`src/hdl/atd_defs.vh`:
```
// Constants for the task-file address and byte-lane decoder
// Operation
// - Primary/secondary I/O selects offsets 0-7, 6/7 alternates
// - Both card enables low: one 16-bit data word
// - Byte pair at offset 0: even then odd
// - Upper-lane byte at offset 0 reaches error/feature
// - Offsets 8, 9, D duplicate data and error/feature
// - Byte 9 then 8 gives odd then even
// - Byte accesses at 8/0, or 8 then 9, step bytes
// - Word accesses at 8, 9, 0 step words
// - Byte at offset 9 carries only odd byte
// - Memory mode decodes A3-A0 below 400h
// - Window 400h-7FFh maps even to 8, odd to 9
// - Memory window is sequential, never random access
// - Contiguous I/O: 0-7, duplicates, E and F
// - Direct IDE decodes card enables with A2-A0
// - Odd registers reachable on upper lanes below
// - Data register is 16 bits to buffer
// - Word access at offset 1 hits data register
// - Duplicates 8 and 9 accept every byte/word combination
// - Direct IDE only with output enable grounded
// - Config index picks memory, contiguous, primary, secondary
`ifndef ATD_DEFS_VH
`define ATD_DEFS_VH

`define ATD_CFG_MEM 2'h0
`define ATD_CFG_CONTIG 2'h1
`define ATD_CFG_PRI 2'h2
`define ATD_CFG_SEC 2'h3

`define ATD_PRI_BASE 6'h1F
`define ATD_SEC_BASE 6'h17
`define ATD_PRI_ALT 6'h3F
`define ATD_SEC_ALT 6'h37
`define ATD_IDE_ALT_SEL 2'h3
`define ATD_ALT_SEL 3'h3

`define ATD_OFF_DATA 4'h0
`define ATD_OFF_ERR 4'h1
`define ATD_OFF_SECCNT 4'h2
`define ATD_OFF_SECNUM 4'h3
`define ATD_OFF_CYLLO 4'h4
`define ATD_OFF_CYLHI 4'h5
`define ATD_OFF_DRVHEAD 4'h6
`define ATD_OFF_STATUS 4'h7
`define ATD_OFF_DUP_EVEN 4'h8
`define ATD_OFF_DUP_ODD 4'h9
`define ATD_OFF_GAP_A 4'hA
`define ATD_OFF_GAP_B 4'hB
`define ATD_OFF_GAP_C 4'hC
`define ATD_OFF_DUP_ERR 4'hD
`define ATD_OFF_ALT 4'hE
`define ATD_OFF_DRVADDR 4'hF

`define ATD_PIN_RST 18'h3FFFF
`define ATD_DAT_RST 16'h0000
`define ATD_STRAP_WAIT 2'h3

`endif

```
`src/hdl/atd_taskfile_decode.v`:
```
// Task-file address decoder, byte-lane steering and data-register stream
`timescale 1ns/1ps
`include "atd_defs.vh"

module atd_taskfile_decode (
    input wire core_clk, // 100 MHz clock
    input wire rst_n, // Synchronous reset
    input wire clk_en, // Freezes all state when low
    input wire [1:0] cfg_index, // Mapping selected by configuration
    input wire reg_n, // Register-space select
    input wire ce1_n, // Even-lane card enable
    input wire ce2_n, // Odd-lane card enable
    input wire oe_n, // Memory read strobe, also mode strap
    input wire we_n, // Memory write strobe
    input wire iord_n, // I/O read strobe
    input wire iowr_n, // I/O write strobe
    input wire [10:0] addr, // Host address
    input wire [15:0] d_in, // Host data bus input
    output reg [15:0] d_out, // Host data bus output
    output reg d_oe_lo, // Drive D7-D0
    output reg d_oe_hi, // Drive D15-D8
    output reg iois16_n, // 16-bit I/O port indication
    output reg wait_n, // Stretches the cycle on stall
    output reg ide_mode, // Direct IDE mode strapped
    output reg [3:0] tf_sel, // Task-file register offset
    output reg tf_rd, // Task-file read done pulse
    output reg tf_wr, // Task-file write pulse
    output reg [7:0] tf_wdata, // Task-file write byte
    input wire [7:0] tf_rdata, // Task-file read byte
    input wire [15:0] rd_data, // Sector buffer head word
    input wire rd_valid, // Sector buffer word available
    output reg rd_ready, // Sector buffer word consumed
    output reg [15:0] wr_data, // Word toward sector buffer
    output reg wr_valid, // Word toward sector buffer valid
    input wire wr_ready // Sector buffer accepts word
);

    localparam ACT_NONE = 5'h01;
    localparam ACT_WORD = 5'h02;
    localparam ACT_SEQ = 5'h04;
    localparam ACT_ODD = 5'h08;
    localparam ACT_TF = 5'h10;

    // Folds the duplicate error offset onto the primary one
    function [3:0] tf_code;
        input [3:0] off;
        begin
            if (off == `ATD_OFF_DUP_ERR)
                tf_code = `ATD_OFF_ERR;
            else
                tf_code = off;
        end
    endfunction

    function is_gap;
        input [3:0] off;
        begin
            is_gap = (off == `ATD_OFF_GAP_A) || (off == `ATD_OFF_GAP_B) ||
                (off == `ATD_OFF_GAP_C);
        end
    endfunction

    // Returns {valid, offset}
    function [4:0] decode_off;
        input [10:0] a;
        input regn;
        input ce1n;
        input ce2n;
        input ide;
        input mem;
        input [1:0] cfg;
        reg [5:0] base;
        reg [5:0] alt;
        begin
            decode_off = 5'h00;
            base = (cfg == `ATD_CFG_PRI) ? `ATD_PRI_BASE : `ATD_SEC_BASE;
            alt = (cfg == `ATD_CFG_PRI) ? `ATD_PRI_ALT : `ATD_SEC_ALT;
            if (ide) begin
                if (!ce1n && ce2n)
                    decode_off = {2'b10, a[2:0]};
                else if (ce1n && !ce2n && a[2:1] == `ATD_IDE_ALT_SEL)
                    decode_off = {4'b1111, a[0]};
            end else if (ce1n && ce2n) begin
                decode_off = 5'h00;
            end else if (mem) begin
                if (regn) begin
                    if (a[10])
                        decode_off = {4'b1100, a[0]};
                    else if (!is_gap(a[3:0]))
                        decode_off = {1'b1, a[3:0]};
                end
            end else if (!regn) begin
                if (cfg == `ATD_CFG_CONTIG) begin
                    if (!is_gap(a[3:0]))
                        decode_off = {1'b1, a[3:0]};
                end else if (a[9:4] == base && !a[3]) begin
                    decode_off = {2'b10, a[2:0]};
                end else if (a[9:4] == alt && a[3:1] == `ATD_ALT_SEL) begin
                    decode_off = {4'b1111, a[0]};
                end
            end
        end
    endfunction

    reg [17:0] pin_s1_reg;
    reg [17:0] pin_s2_reg;
    reg [15:0] din_s1_reg;
    reg [15:0] din_s2_reg;
    reg [1:0] strap_cnt_reg;
    reg rd_prev_reg;
    reg wr_prev_reg;
    reg [4:0] act_reg;
    reg hi_reg;
    reg [3:0] code_reg;
    reg [15:0] wdat_reg;
    reg even_done_reg;
    reg odd_done_reg;
    reg [15:0] wbuf_reg;
    reg [15:0] spare_reg;
    reg spare_valid_reg;

    wire [10:0] a_s = pin_s2_reg[10:0];
    wire iowr_s = pin_s2_reg[11];
    wire iord_s = pin_s2_reg[12];
    wire we_s = pin_s2_reg[13];
    wire oe_s = pin_s2_reg[14];
    wire ce1_s = pin_s2_reg[15];
    wire ce2_s = pin_s2_reg[16];
    wire reg_s = pin_s2_reg[17];
    wire strap_done = (strap_cnt_reg == `ATD_STRAP_WAIT);
    wire mem_mode = !ide_mode && cfg_index == `ATD_CFG_MEM;

    wire acc_rd = ide_mode ? !iord_s : (mem_mode ? (!oe_s && reg_s) : (!iord_s && !reg_s));
    wire acc_wr = ide_mode ? !iowr_s : (mem_mode ? (!we_s && reg_s) : (!iowr_s && !reg_s));
    wire [4:0] dec = decode_off(a_s, reg_s, ce1_s, ce2_s, ide_mode, mem_mode, cfg_index);
    wire dv = dec[4] && strap_done;
    wire [3:0] off = dec[3:0];
    wire is_dat = (off == `ATD_OFF_DATA) || (off == `ATD_OFF_DUP_EVEN) ||
        (off == `ATD_OFF_DUP_ODD);
    wire is_dat1 = is_dat || (off == `ATD_OFF_ERR);
    wire word_e = ide_mode ? (off == `ATD_OFF_DATA) : (!ce1_s && !ce2_s);
    wire lo_e = ide_mode ? (off != `ATD_OFF_DATA) : (!ce1_s && ce2_s);
    wire hi_e = !ide_mode && ce1_s && !ce2_s && (mem_mode || is_dat1);

    reg [4:0] act_c;
    reg hi_c;
    reg [3:0] code_c;
    reg [3:0] odd_off;

    always @* begin
        act_c = ACT_NONE;
        hi_c = 1'b0;
        code_c = off;
        odd_off = off | 4'h1;
        if (dv && (acc_rd || acc_wr)) begin
            if (word_e) begin
                if (is_dat1) begin
                    act_c = ACT_WORD;
                end else begin
                    act_c = ACT_TF;
                    code_c = tf_code(off);
                end
            end else if (lo_e) begin
                if (off == `ATD_OFF_DATA || off == `ATD_OFF_DUP_EVEN) begin
                    act_c = ACT_SEQ;
                end else if (off == `ATD_OFF_DUP_ODD) begin
                    act_c = ACT_ODD;
                end else begin
                    act_c = ACT_TF;
                    code_c = tf_code(off);
                end
            end else if (hi_e) begin
                hi_c = 1'b1;
                if (odd_off == `ATD_OFF_DUP_ODD) begin
                    act_c = ACT_ODD;
                end else begin
                    act_c = ACT_TF;
                    code_c = tf_code(odd_off);
                end
            end
        end
    end

    wire act_dat = (act_c == ACT_WORD) || (act_c == ACT_SEQ) || (act_c == ACT_ODD);
    wire rd_end = rd_prev_reg && !acc_rd;
    wire wr_end = wr_prev_reg && !acc_wr;
    wire [7:0] wbyte = hi_reg ? wdat_reg[15:8] : wdat_reg[7:0];

    reg ev_n;
    reg od_n;
    reg adv;
    reg [15:0] wb_n;

    // Shared position for every alias of the data register
    always @* begin
        ev_n = even_done_reg;
        od_n = odd_done_reg;
        wb_n = wbuf_reg;
        adv = 1'b0;
        if (rd_end || wr_end) begin
            case (act_reg)
                ACT_WORD: begin
                    adv = 1'b1;
                    wb_n = wdat_reg;
                end
                ACT_SEQ: begin
                    if (!even_done_reg) begin
                        ev_n = 1'b1;
                        wb_n[7:0] = wbyte;
                    end else begin
                        od_n = 1'b1;
                        wb_n[15:8] = wbyte;
                    end
                end
                ACT_ODD: begin
                    od_n = 1'b1;
                    wb_n[15:8] = wbyte;
                end
                default: begin
                    adv = 1'b0;
                end
            endcase
        end
        if (ev_n && od_n)
            adv = 1'b1;
        if (adv) begin
            ev_n = 1'b0;
            od_n = 1'b0;
        end
    end

    wire pop_out = wr_valid && wr_ready;
    wire push = adv && wr_end && !spare_valid_reg;

    reg [15:0] rdout_c;
    reg [7:0] rbyte;

    always @* begin
        rbyte = tf_rdata;
        if (act_c == ACT_SEQ)
            rbyte = even_done_reg ? rd_data[15:8] : rd_data[7:0];
        else if (act_c == ACT_ODD)
            rbyte = rd_data[15:8];
        if (act_c == ACT_WORD)
            rdout_c = rd_data;
        else if (hi_c)
            rdout_c = {rbyte, 8'h00};
        else
            rdout_c = {8'h00, rbyte};
    end

    always @(posedge core_clk) begin
        if (!rst_n) begin
            pin_s1_reg <= `ATD_PIN_RST;
            pin_s2_reg <= `ATD_PIN_RST;
            din_s1_reg <= `ATD_DAT_RST;
            din_s2_reg <= `ATD_DAT_RST;
            strap_cnt_reg <= 2'h0;
            ide_mode <= 1'b0;
            rd_prev_reg <= 1'b0;
            wr_prev_reg <= 1'b0;
            act_reg <= ACT_NONE;
            hi_reg <= 1'b0;
            code_reg <= 4'h0;
            wdat_reg <= `ATD_DAT_RST;
            even_done_reg <= 1'b0;
            odd_done_reg <= 1'b0;
            wbuf_reg <= `ATD_DAT_RST;
            d_out <= `ATD_DAT_RST;
            d_oe_lo <= 1'b0;
            d_oe_hi <= 1'b0;
            iois16_n <= 1'b1;
            wait_n <= 1'b1;
            tf_sel <= 4'h0;
            tf_rd <= 1'b0;
            tf_wr <= 1'b0;
            tf_wdata <= 8'h00;
            rd_ready <= 1'b0;
        end else if (clk_en) begin
            pin_s1_reg <= {reg_n, ce2_n, ce1_n, oe_n, we_n, iord_n, iowr_n, addr};
            pin_s2_reg <= pin_s1_reg;
            din_s1_reg <= d_in;
            din_s2_reg <= din_s1_reg;
            // Pins reach the second stage two edges late: strap read on the third
            if (!strap_done) begin
                strap_cnt_reg <= strap_cnt_reg + 2'h1;
                if (strap_cnt_reg == `ATD_STRAP_WAIT - 2'h1)
                    ide_mode <= !oe_s;
            end
            rd_prev_reg <= acc_rd && act_c != ACT_NONE;
            wr_prev_reg <= acc_wr && act_c != ACT_NONE;
            if (acc_rd || acc_wr) begin
                act_reg <= act_c;
                hi_reg <= hi_c;
                code_reg <= code_c;
                tf_sel <= code_c;
            end
            if (acc_wr)
                wdat_reg <= din_s2_reg;
            even_done_reg <= ev_n;
            odd_done_reg <= od_n;
            wbuf_reg <= wb_n;
            d_out <= rdout_c;
            d_oe_lo <= acc_rd && act_c != ACT_NONE && (!hi_c || act_c == ACT_WORD);
            d_oe_hi <= acc_rd && (hi_c || act_c == ACT_WORD);
            iois16_n <= !(dv && !mem_mode && is_dat1);
            wait_n <= !(act_dat && ((acc_wr && spare_valid_reg) || (acc_rd && !rd_valid)));
            tf_rd <= rd_end && act_reg == ACT_TF;
            tf_wr <= wr_end && act_reg == ACT_TF && code_reg != `ATD_OFF_DRVADDR;
            if (wr_end && act_reg == ACT_TF)
                tf_wdata <= wbyte;
            rd_ready <= adv && rd_end && rd_valid;
        end
    end

    // Two-entry write buffer: head is the output, spare absorbs a stall
    always @(posedge core_clk) begin
        if (!rst_n) begin
            wr_data <= `ATD_DAT_RST;
            wr_valid <= 1'b0;
            spare_reg <= `ATD_DAT_RST;
            spare_valid_reg <= 1'b0;
        end else if (clk_en) begin
            if (pop_out) begin
                if (spare_valid_reg) begin
                    wr_data <= spare_reg;
                    spare_valid_reg <= 1'b0;
                end else begin
                    wr_valid <= 1'b0;
                end
            end
            if (push) begin
                if (!wr_valid || (pop_out && !spare_valid_reg)) begin
                    wr_data <= wb_n;
                    wr_valid <= 1'b1;
                end else begin
                    spare_reg <= wb_n;
                    spare_valid_reg <= 1'b1;
                end
            end
        end
    end

endmodule // atd_taskfile_decode

```
`config.mk`:
```
export PLATFORM = sky130hd
export DESIGN_NAME = atd_taskfile_decode
export DESIGN_NICKNAME = d
export VERILOG_FILES = /design/src/hdl/atd_taskfile_decode.v
export VERILOG_INCLUDE_DIRS = /design/src /design/src/hdl
export SDC_FILE = /design/constraint.sdc
export NUM_CORES = 1
export LEC_CHECK = 0
export BUFFER_PORTS_ARGS = -buffer_cell sky130_fd_sc_hd__buf_2
export CORE_ASPECT_RATIO = 1.2
export CORE_UTILIZATION = 30
export CTS_CLUSTER_DIAMETER = 200
export DETAILED_ROUTE_END_ITERATION = 12
export GPL_ROUTABILITY_DRIVEN = 0
export SYNTH_ARGS = -nofsm -noshare
export SYNTH_HDL_FRONTEND = slang
export SYNTH_SLANG_ARGS = --single-unit
```
`constraint.sdc`:
```
create_clock -name core_clk -period 6.5 [get_ports core_clk]
set_input_delay 1.3 -clock core_clk [delete_from_list [all_inputs] [get_ports core_clk]]
set_output_delay 1.3 -clock core_clk [all_outputs]
set_load 0.005 [all_outputs]
```
---- After elaboration in Yosys (flattened, before gate mapping) ----
Cells that the tools add are included.
operators by class
  add/sub/neg operators ................... 1
  equality and inequality tests ........... 26
  muxes and demuxes ....................... 74
  bitwise gates (word level) .............. 2
  reductions and logical operators ........ 79
operators with widths
  cell                  number
  $mux W16              7
  $mux W5               20
  $mux W4               12
  $mux W8               6
  $logic_and A1 B1 Y1   38
  $mux W1               26
  $eq A4 B4 Y1 const B  6
  $pmux W8 S3           1
  $logic_not A1 Y1      18
  $pmux W8 S2           1
  $logic_or A1 B1 Y1    14
  $eq A5 B2 Y1 const B  2
  $eq A5 B3 Y1 const B  2
  $eq A5 B4 Y1 const B  2
  $eq A2 B2 Y1 const B  4
  $reduce_and A2 Y1     4
  $eq A3 B3 Y1 const B  2
  $eq A6 B5 Y1          1
  $eq A6 B6 Y1          1
  $reduce_and A3 Y1     2
  $eq A5 B5 Y1 const B  1
  $ne A5 B1 Y1 const B  1
  $eq A4 B1 Y1 const B  1
  $logic_not A4 Y1      1
  8 further kinds       9
word-level totals
  register bits ........................... 182
  input port bits ......................... 65
  output and inout bits ................... 53
  word-level logic and storage cells ...... 210

---- Logic depth before layout (Yosys ltp) ----
Gate-level depths: netlist (run 1).
  depth in word-level cells ............... 26
  mapped depth ............................ 14
  depth with buffers taken out ............ 9

---- Worst setup path before layout (run 1) ----
OpenSTA, ideal clock, no wires.
  path type ............................... input port to flip-flop
  from .................................... input port cfg_index[1]
  to ...................................... register d_out[12]
  setup time .............................. 126 ps
  arrival ................................. 3537 ps
  data required time ...................... 6374 ps
  path slack .............................. 2837 ps
  stages on the path ...................... 13
  buffers on the path ..................... 4
  cell sequence ........................... buf_6 -> nor2_2 -> or4_4 -> o32ai_4 -> o211ai_4 -> and2_1 -> and3_1 -> buf_4 -> and3_1 -> buf_4 -> buf_6 -> a22oi_1 -> o21ai_0
between the ends
  cells in the longest elaborated chain, start to end .. 26
  elaborated cells on any way between the ends .. 56
  those cells by class .................... 11 x eq/ne; 31 x mux; 14 x reduce/logical
RTL lines
  item                           line                       RTL
  start, declared                atd_taskfile_decode.v:9    input wire [1:0] cfg_index,
  $eq A2 B2 Y1 (no line)         -
  $mux W4 (no line)              -
  $eq A6 B6 Y1                   atd_taskfile_decode.v:98   end else if (a[9:4] == alt && a[3:1] == `ATD_ALT_SEL) begin
  $logic_and A1 B1 Y1 (no line)  -
  $mux W5                        atd_taskfile_decode.v:98
  $mux W5                        atd_taskfile_decode.v:96   end else if (a[9:4] == base && !a[3]) begin
  $mux W5                        atd_taskfile_decode.v:93   if (cfg == `ATD_CFG_CONTIG) begin
  $mux W5                        atd_taskfile_decode.v:92   end else if (!regn) begin
  [10 not listed]                -
  $mux W5                        atd_taskfile_decode.v:163  end else if (lo_e) begin
  $mux W5                        atd_taskfile_decode.v:156  if (word_e) begin
  $mux W5                        atd_taskfile_decode.v:155  if (dv && (acc_rd || acc_wr)) begin
  $eq A5 B4 Y1                   atd_taskfile_decode.v:242  else if (act_c == ACT_ODD)
  $mux W8                        atd_taskfile_decode.v:242
  $mux W8                        atd_taskfile_decode.v:240  if (act_c == ACT_SEQ)
  $mux W16                       atd_taskfile_decode.v:246  else if (hi_c)
  $mux W16 (*)                   atd_taskfile_decode.v:244  if (act_c == ACT_WORD)
  end signal, assigned           atd_taskfile_decode.v:269  d_out <= `ATD_DAT_RST;
  end signal, assigned           atd_taskfile_decode.v:303  d_out <= rdout_c;
  end, declared                  atd_taskfile_decode.v:19   output reg [15:0] d_out,
Every way passes the cells marked *; elsewhere a longest branch is shown, timed or not.
A chain may end at the register's enable or synchronous reset.

---- Worst setup path in the final report (run 1) ----
  from .................................... input port cfg_index[1]
  to ...................................... register wr_data[2]
between the ends
  cells in the longest elaborated chain, start to end .. 13
  elaborated cells on any way between the ends .. 21
  those cells by class .................... 11 x mux; 10 x reduce/logical
RTL lines
  item                                     line                                                  RTL
  $logic_not A2 Y1 (no line) (*)           -
  $logic_and A1 B1 Y1 (no line) (*)        -
  $mux W1 (on tied branches) (2 in a row)  atd_taskfile_decode.v:133, atd_taskfile_decode.v:134
  $logic_not A1 Y1 (on tied branches)      atd_taskfile_decode.v:185, atd_taskfile_decode.v:186
  $logic_and A1 B1 Y1 (on tied branches)   atd_taskfile_decode.v:185, atd_taskfile_decode.v:186
  $logic_or A1 B1 Y1                       atd_taskfile_decode.v:200                             if (rd_end || wr_end) begin
  $mux W1                                  atd_taskfile_decode.v:200
  $logic_and A1 B1 Y1                      atd_taskfile_decode.v:224                             if (ev_n && od_n)
  $mux W1                                  atd_taskfile_decode.v:224
  $logic_and A1 B1 Y1 (2 in a row)         atd_taskfile_decode.v:233                             wire push = adv && wr_end && !spare_valid_reg;
  $mux W16 (*)                             atd_taskfile_decode.v:332                             if (push) begin
  end signal, assigned                     atd_taskfile_decode.v:319                             wr_data <= `ATD_DAT_RST;
  end signal, assigned                     atd_taskfile_decode.v:326                             wr_data <= spare_reg;
  end signal, assigned                     atd_taskfile_decode.v:334                             wr_data <= wb_n;
  end, declared                            atd_taskfile_decode.v:33                              output reg [15:0] wr_data,
Marked as above.

==> results of run 1 <==
==> cell families (layout without fill, tap and decap cells) <==
logic type,after synthesis,count (layout),synth area share
XOR/XNOR,5,5,0.00537
AO/OA/AOI/OAI,277,277,0.244
flip-flops,182,182,0.447
adder cells (fa/ha/maj),2,2,0.00307
multiplexers,74,74,0.0909
AND/OR/NAND/NOR,283,283,0.157
buffers and inverters,99,188,0.0522
==> metal layers <==
metal	share of wire	vias up	GRT usage
li1	-	3489	-
met1	0.46	3236	0.192
met2	0.48	176	0.258
met3	0.043	30	0.0370
met4	0.023	0	0.0541
met5	0	-	0
==> per-stage QoR <==
stage	total power [uW]	setup slack, ps	std cells	utilization	hold WS (ps)
floorplan	1310	2840	922	-	431
CTS	2430	2280	1346	0.359	459
finish	2400	2260	1346	0.359	454
global placement	1370	1850	1314	0.336	443
global route	2500	1980	1346	0.359	477
detailed placement	1370	1810	1314	0.336	445
==> final timing paths <==
check                             start                       end  depth (start not counted)
max                        cfg_index[1]   wr_data[2]$_SDFFE_PN0P_                         11
min          din_s2_reg[4]$_SDFFE_PN0P_  wdat_reg[4]$_SDFFE_PN0P_                          2
max reg2reg       ide_mode$_SDFFE_PN0P_   wr_data[2]$_SDFFE_PN0P_                          9
min reg2reg  din_s2_reg[4]$_SDFFE_PN0P_  wdat_reg[4]$_SDFFE_PN0P_                          2
==> area by class of cell <==
type / instances / area, sq um / share of cell area
Inverter: 30 / 113 / 0.0118
Sequential cell: 182 / 3640 / 0.383
Clock inverter: 14 / 165 / 0.0174
Clock buffer: 18 / 439 / 0.0461
Timing Repair Buffer: 126 / 656 / 0.0689
Tap cell: 335 / 419 / 0.0440
Multi-Input combinational cell: 641 / 4080 / 0.429
==> report_power, final <==
group | internal (uW) | switching (uW) | total [uW] | leakage [uW]
clock | 535 | 520 | 1060 | 0.000299
sequential | 1150 | 24.5 | 1170 | 0.00148
combinational | 71.5 | 105 | 177 | 0.00184
==> layout by cell type, fill, tap and decap left out, types with 5 or more instances in the layout <==
cell	count
buf_4	10
nand2_1	114
clkbuf_16	17
dfxtp_1	182
o21ai_0	59
inv_1	29
nor2_1	103
nor3_1	6
a221oi_2	8
a21oi_1	53
nand2b_1	5
a22oi_1	31
buf_2	116
nor2b_1	10
o211ai_1	13
o221ai_1	16
mux2i_1	74
a221oi_1	8
nand4_1	5
nand3_1	7
inv_8	8
a211oi_1	42
o22ai_1	11
==> tightest hold or removal path: stages, from the launching register on <==
cell and delay [ps]:
dfxtp_1 320, nand2_1 60, a21oi_1 50
==> flow_metrics.env, run 1 <==
export IMPL_drive_above_1_share=0.188
export IMPL_synth_seq_cells=182
export IMPL_post_route_period_util=0.652
export IMPL_die_area_sq_um=27800
export IMPL_rsz0062_at_grt="no"
export IMPL_rrSetupSlack_ps=2660
export IMPL_rows=65
export IMPL_hp_class="reg -> reg"
export IMPL_crit_top_cell="o221ai_2"
export IMPL_start_util=0.307
export IMPL_postCtsSetupBuffers=0
export IMPL_area_growth_pct=16.8
export IMPL_overflow=0
export IMPL_synth_nets=989
export IMPL_failed_checks="design-rule violations"
export IMPL_cts_root_buf="clkbuf_16"
export IMPL_fp_coreArea_sq_um=26500
export IMPL_via_count=6931
export IMPL_tns_ps=0
export IMPL_synthCells=922
export IMPL_clock_latency_ps=440
export IMPL_synth_area_per_cell_sq_um=8.84
export IMPL_cts_made_buffers=17
export IMPL_grt_max_degree=72
export IMPL_final_net_count=1065
export IMPL_slew_headroom=0.270
export IMPL_clk_pin_slew_ps=80
export IMPL_leakage_uw=0.00362
export IMPL_synth_top_area_cell="dfxtp_1"
export IMPL_cts_tree="yes"
export IMPL_yosysSeqAreaShare=0.447
export IMPL_status="complete, but fails checks"
export IMPL_cts_buffer_depth=2
export IMPL_slowest_delay_ps=660
export IMPL_grt_pass1_vias=6536
export IMPL_cp_max_fo=17
export IMPL_cts_sinks=182
export IMPL_ios=118
export IMPL_synth_most_common_cell="dfxtp_1"
export IMPL_placed_cell_area_sq_um=8910
export IMPL_crit_family="simple AND/OR/NAND/NOR gates"
export IMPL_crit_path_start_kind="input port"
export IMPL_hold_viol_final=0
export IMPL_setup_viol=0
export IMPL_synth_top_area_share=0.447
export IMPL_crit_arrival_ps=4590
export IMPL_ir_worst_vdd_uv=169
export IMPL_cts_resized=0
export IMPL_cp_cell_sequence="buf_2 > or2_4 > a21oi_4 > o221ai_2 > a211oi_2 > o221ai_2 > or2_1 > nor3_4 > nor2b_1 > buf_4 > a221oi_1"
export IMPL_antennaDiodeCount=0
export IMPL_yosys_warnings=0
export IMPL_cp_num_buf_inv=2
export IMPL_drtPass1Iterations=11
export IMPL_fill_cells=2723
export IMPL_die_x_um=152
export IMPL_wl_per_cell_um=15.5
export IMPL_ctsHoldBuffers=0
export IMPL_synthFlopType="dfxtp_1"
export IMPL_timing_worst_slew_pin_value_ps=1090
export IMPL_track_usage=0.154
export IMPL_max_cap_viol_count=0
export IMPL_drt_wl_total_um=20900
export IMPL_ys_async_sr_fraction=0
export IMPL_drcViolationCount=7
export IMPL_antenna_found_initial=0
export IMPL_htreeDepth=4
export IMPL_cp_required_ps=6850
export IMPL_slew_violations=0
export IMPL_power_density_nw_per_um2=252
export IMPL_die_height_um=183
export IMPL_drtIter0Drc=480
export IMPL_synth_commonest_cells="182 x dfxtp_1, 114 x nand2_1, 103 x nor2_1"
export IMPL_dpl_hpwl_um=14600
export IMPL_endpoint_kind="flip-flop"
export IMPL_finalCriticalPeriod_ps=4240
export IMPL_grt_first_pass_wirelength_um=34300
export IMPL_netlist_area_sq_um=8150
export IMPL_yosysUniqueCellTypes=73
export IMPL_finClkSkew_ps=16.1
export IMPL_design_area_sq_um=9520
export IMPL_max_freq_mhz=236
export IMPL_crit_type="in -> reg"
export IMPL_yosys_top_cells_area="dfxtp_1 45%, mux2i_1 9.1%, nand2_1 5.3%"
export IMPL_drtAntennaViolNets=0
export IMPL_critPathSlowestCell="nor3_4"
export IMPL_io_buffer_count=117
export IMPL_synth_edf_count=0
export IMPL_vias_per_cell=5.15
No activity file was read; power rests on OpenSTA's default activity.
==> run 2, diff against run 1 <==
Clock period 6.5 ns to 4.4 ns, I/O delays scaled along.
==> flow_metrics.env, run 2 (synthesis gave the netlist of run 1 again) <==
export IMPL_slowest_delay_ps=700
export IMPL_vias_per_cell=5.14
export IMPL_antennaDiodeCount=0
export IMPL_finClkSkew_ps=14.9
export IMPL_grt_max_degree=72
export IMPL_dpl_hpwl_um=14800
export IMPL_crit_arrival_ps=3930
export IMPL_critPathSlowestCell="nor3_4"
export IMPL_timing_worst_slew_pin_value_ps=1090
export IMPL_die_height_um=183
export IMPL_area_growth_pct=17.3
export IMPL_rows=65
export IMPL_layout_common_cells="182 x dfxtp_1, 116 x buf_2, 114 x nand2_1, 103 x nor2_1, 74 x mux2i_1"
export IMPL_drt_wl_total_um=21200
export IMPL_cp_max_fo=17
export IMPL_cp_required_ps=4740
export IMPL_crit_path_start_kind="input port"
export IMPL_grt_pass1_vias=6355
export IMPL_drcViolationCount=7
export IMPL_status="complete, but fails checks"
export IMPL_cp_num_buf_inv=2
export IMPL_post_route_period_util=0.816
export IMPL_crit_family="simple AND/OR/NAND/NOR gates"
export IMPL_finalCriticalPeriod_ps=3590
export IMPL_final_common_cell="dfxtp_1"
export IMPL_tns_ps=0
export IMPL_start_util=0.307
export IMPL_crit_top_cell="o221ai_2"
export IMPL_cts_buffer_depth=2
export IMPL_drtIter0Drc=426
export IMPL_stdcell_count=1349
export IMPL_slew_headroom=0.272
export IMPL_grt_first_pass_wirelength_um=34200
export IMPL_final_net_count=1068
export IMPL_crit_type="in -> reg"
export IMPL_hold_viol_final=0
export IMPL_via_count=6939
export IMPL_ios=118
export IMPL_htreeDepth=4
export IMPL_cts_made_buffers=17
export IMPL_overflow=0
export IMPL_clock_latency_ps=440
export IMPL_drtPass1Iterations=11
export IMPL_placed_cells=1317
export IMPL_max_freq_mhz=279
export IMPL_drive_above_1_share=0.190
export IMPL_io_buffer_count=117
export IMPL_cp_cell_sequence="buf_2 > or2_4 > a21oi_4 > o221ai_2 > a211oi_2 > o221ai_2 > or2_1 > nor3_4 > nor2b_1 > buf_4 > a221oi_1"
export IMPL_leakage_uw=0.00364
export IMPL_antenna_found_initial=0
export IMPL_rsz0062_at_grt="no"
export IMPL_hp_class="reg -> reg"
export IMPL_wl_per_cell_um=15.7
export IMPL_cts_root_buf="clkbuf_16"
export IMPL_slew_violations=0
export IMPL_cts_resized=0
export IMPL_failed_checks="design-rule violations"
export IMPL_postCtsSetupBuffers=0
export IMPL_fp_coreArea_sq_um=26500
export IMPL_setup_viol=0
export IMPL_clk_pin_slew_ps=80
export IMPL_die_x_um=152
export IMPL_power_density_nw_per_um2=374
export IMPL_cts_tree="yes"
export IMPL_ctsHoldBuffers=0
export IMPL_drtAntennaViolNets=0
export IMPL_die_area_sq_um=27800
export IMPL_totalPowerFinal_uw=3580
export IMPL_endpoint_kind="flip-flop"
export IMPL_track_usage=0.154
export IMPL_max_cap_viol_count=0
export IMPL_cts_sinks=182
export IMPL_ir_worst_vdd_uv=202
## run 2: path summary, 6_finish.rpt
check	start	end	slack (ps)	cells after the start
setup reg to reg	pin_s2_reg[2]$_SDFFE_PN1P_	d_out[5]$_SDFFE_PN0P_	950	9
hold reg to reg	din_s2_reg[4]$_SDFFE_PN0P_	wdat_reg[4]$_SDFFE_PN0P_	450	2
setup / recovery	cfg_index[1]	wr_data[3]$_SDFFE_PN0P_	810	11
hold / removal	din_s2_reg[4]$_SDFFE_PN0P_	wdat_reg[4]$_SDFFE_PN0P_	450	2
## run 2: final cells by class
class                      count  area, sq um
sequential                   182         3640
tap                          335          419
timing repair buffer         129          678
clock inverter                15          200
clock buffer                  17          425
multi-input combinational    641         4080
fill                        2726        17000
inverter                      30          113
## run 2: layer usage
layer | part of all wire | wire [um] | GRT usage
met4 | 0.022 | 463 | 0.0618
met2 | 0.47 | 10100 | 0.251
met3 | 0.045 | 955 | 0.0335
met1 | 0.46 | 9700 | 0.197
met5 | 0 | 0 | 0
## run 2: power by group
group / switching [uW] / internal, uW
clock network: 758 / 827
logic: 158 / 107
registers: 32.7 / 1690
## run 2: tightest hold or removal path, delay by kind of cell, from the launching register on
kind / cells / cell delay (ps)
flops: 1 / 320
simple gates: 1 / 50
compound gates: 1 / 50
## run 2: per-stage QoR
| stage | worst slack (ps) | area, sq um | utilization | hold WS [ps] |
|---|---|---|---|---|
| global placement | 465 | 8930 | 0.337 | 445 |
| detailed placement | 384 | 8930 | 0.337 | 448 |
| finish | 809 | 9560 | 0.361 | 448 |
| CTS | 842 | 9560 | 0.361 | 450 |
| global route | 572 | 9560 | 0.361 | 465 |
| floorplan | 1160 | 8150 | - | 431 |
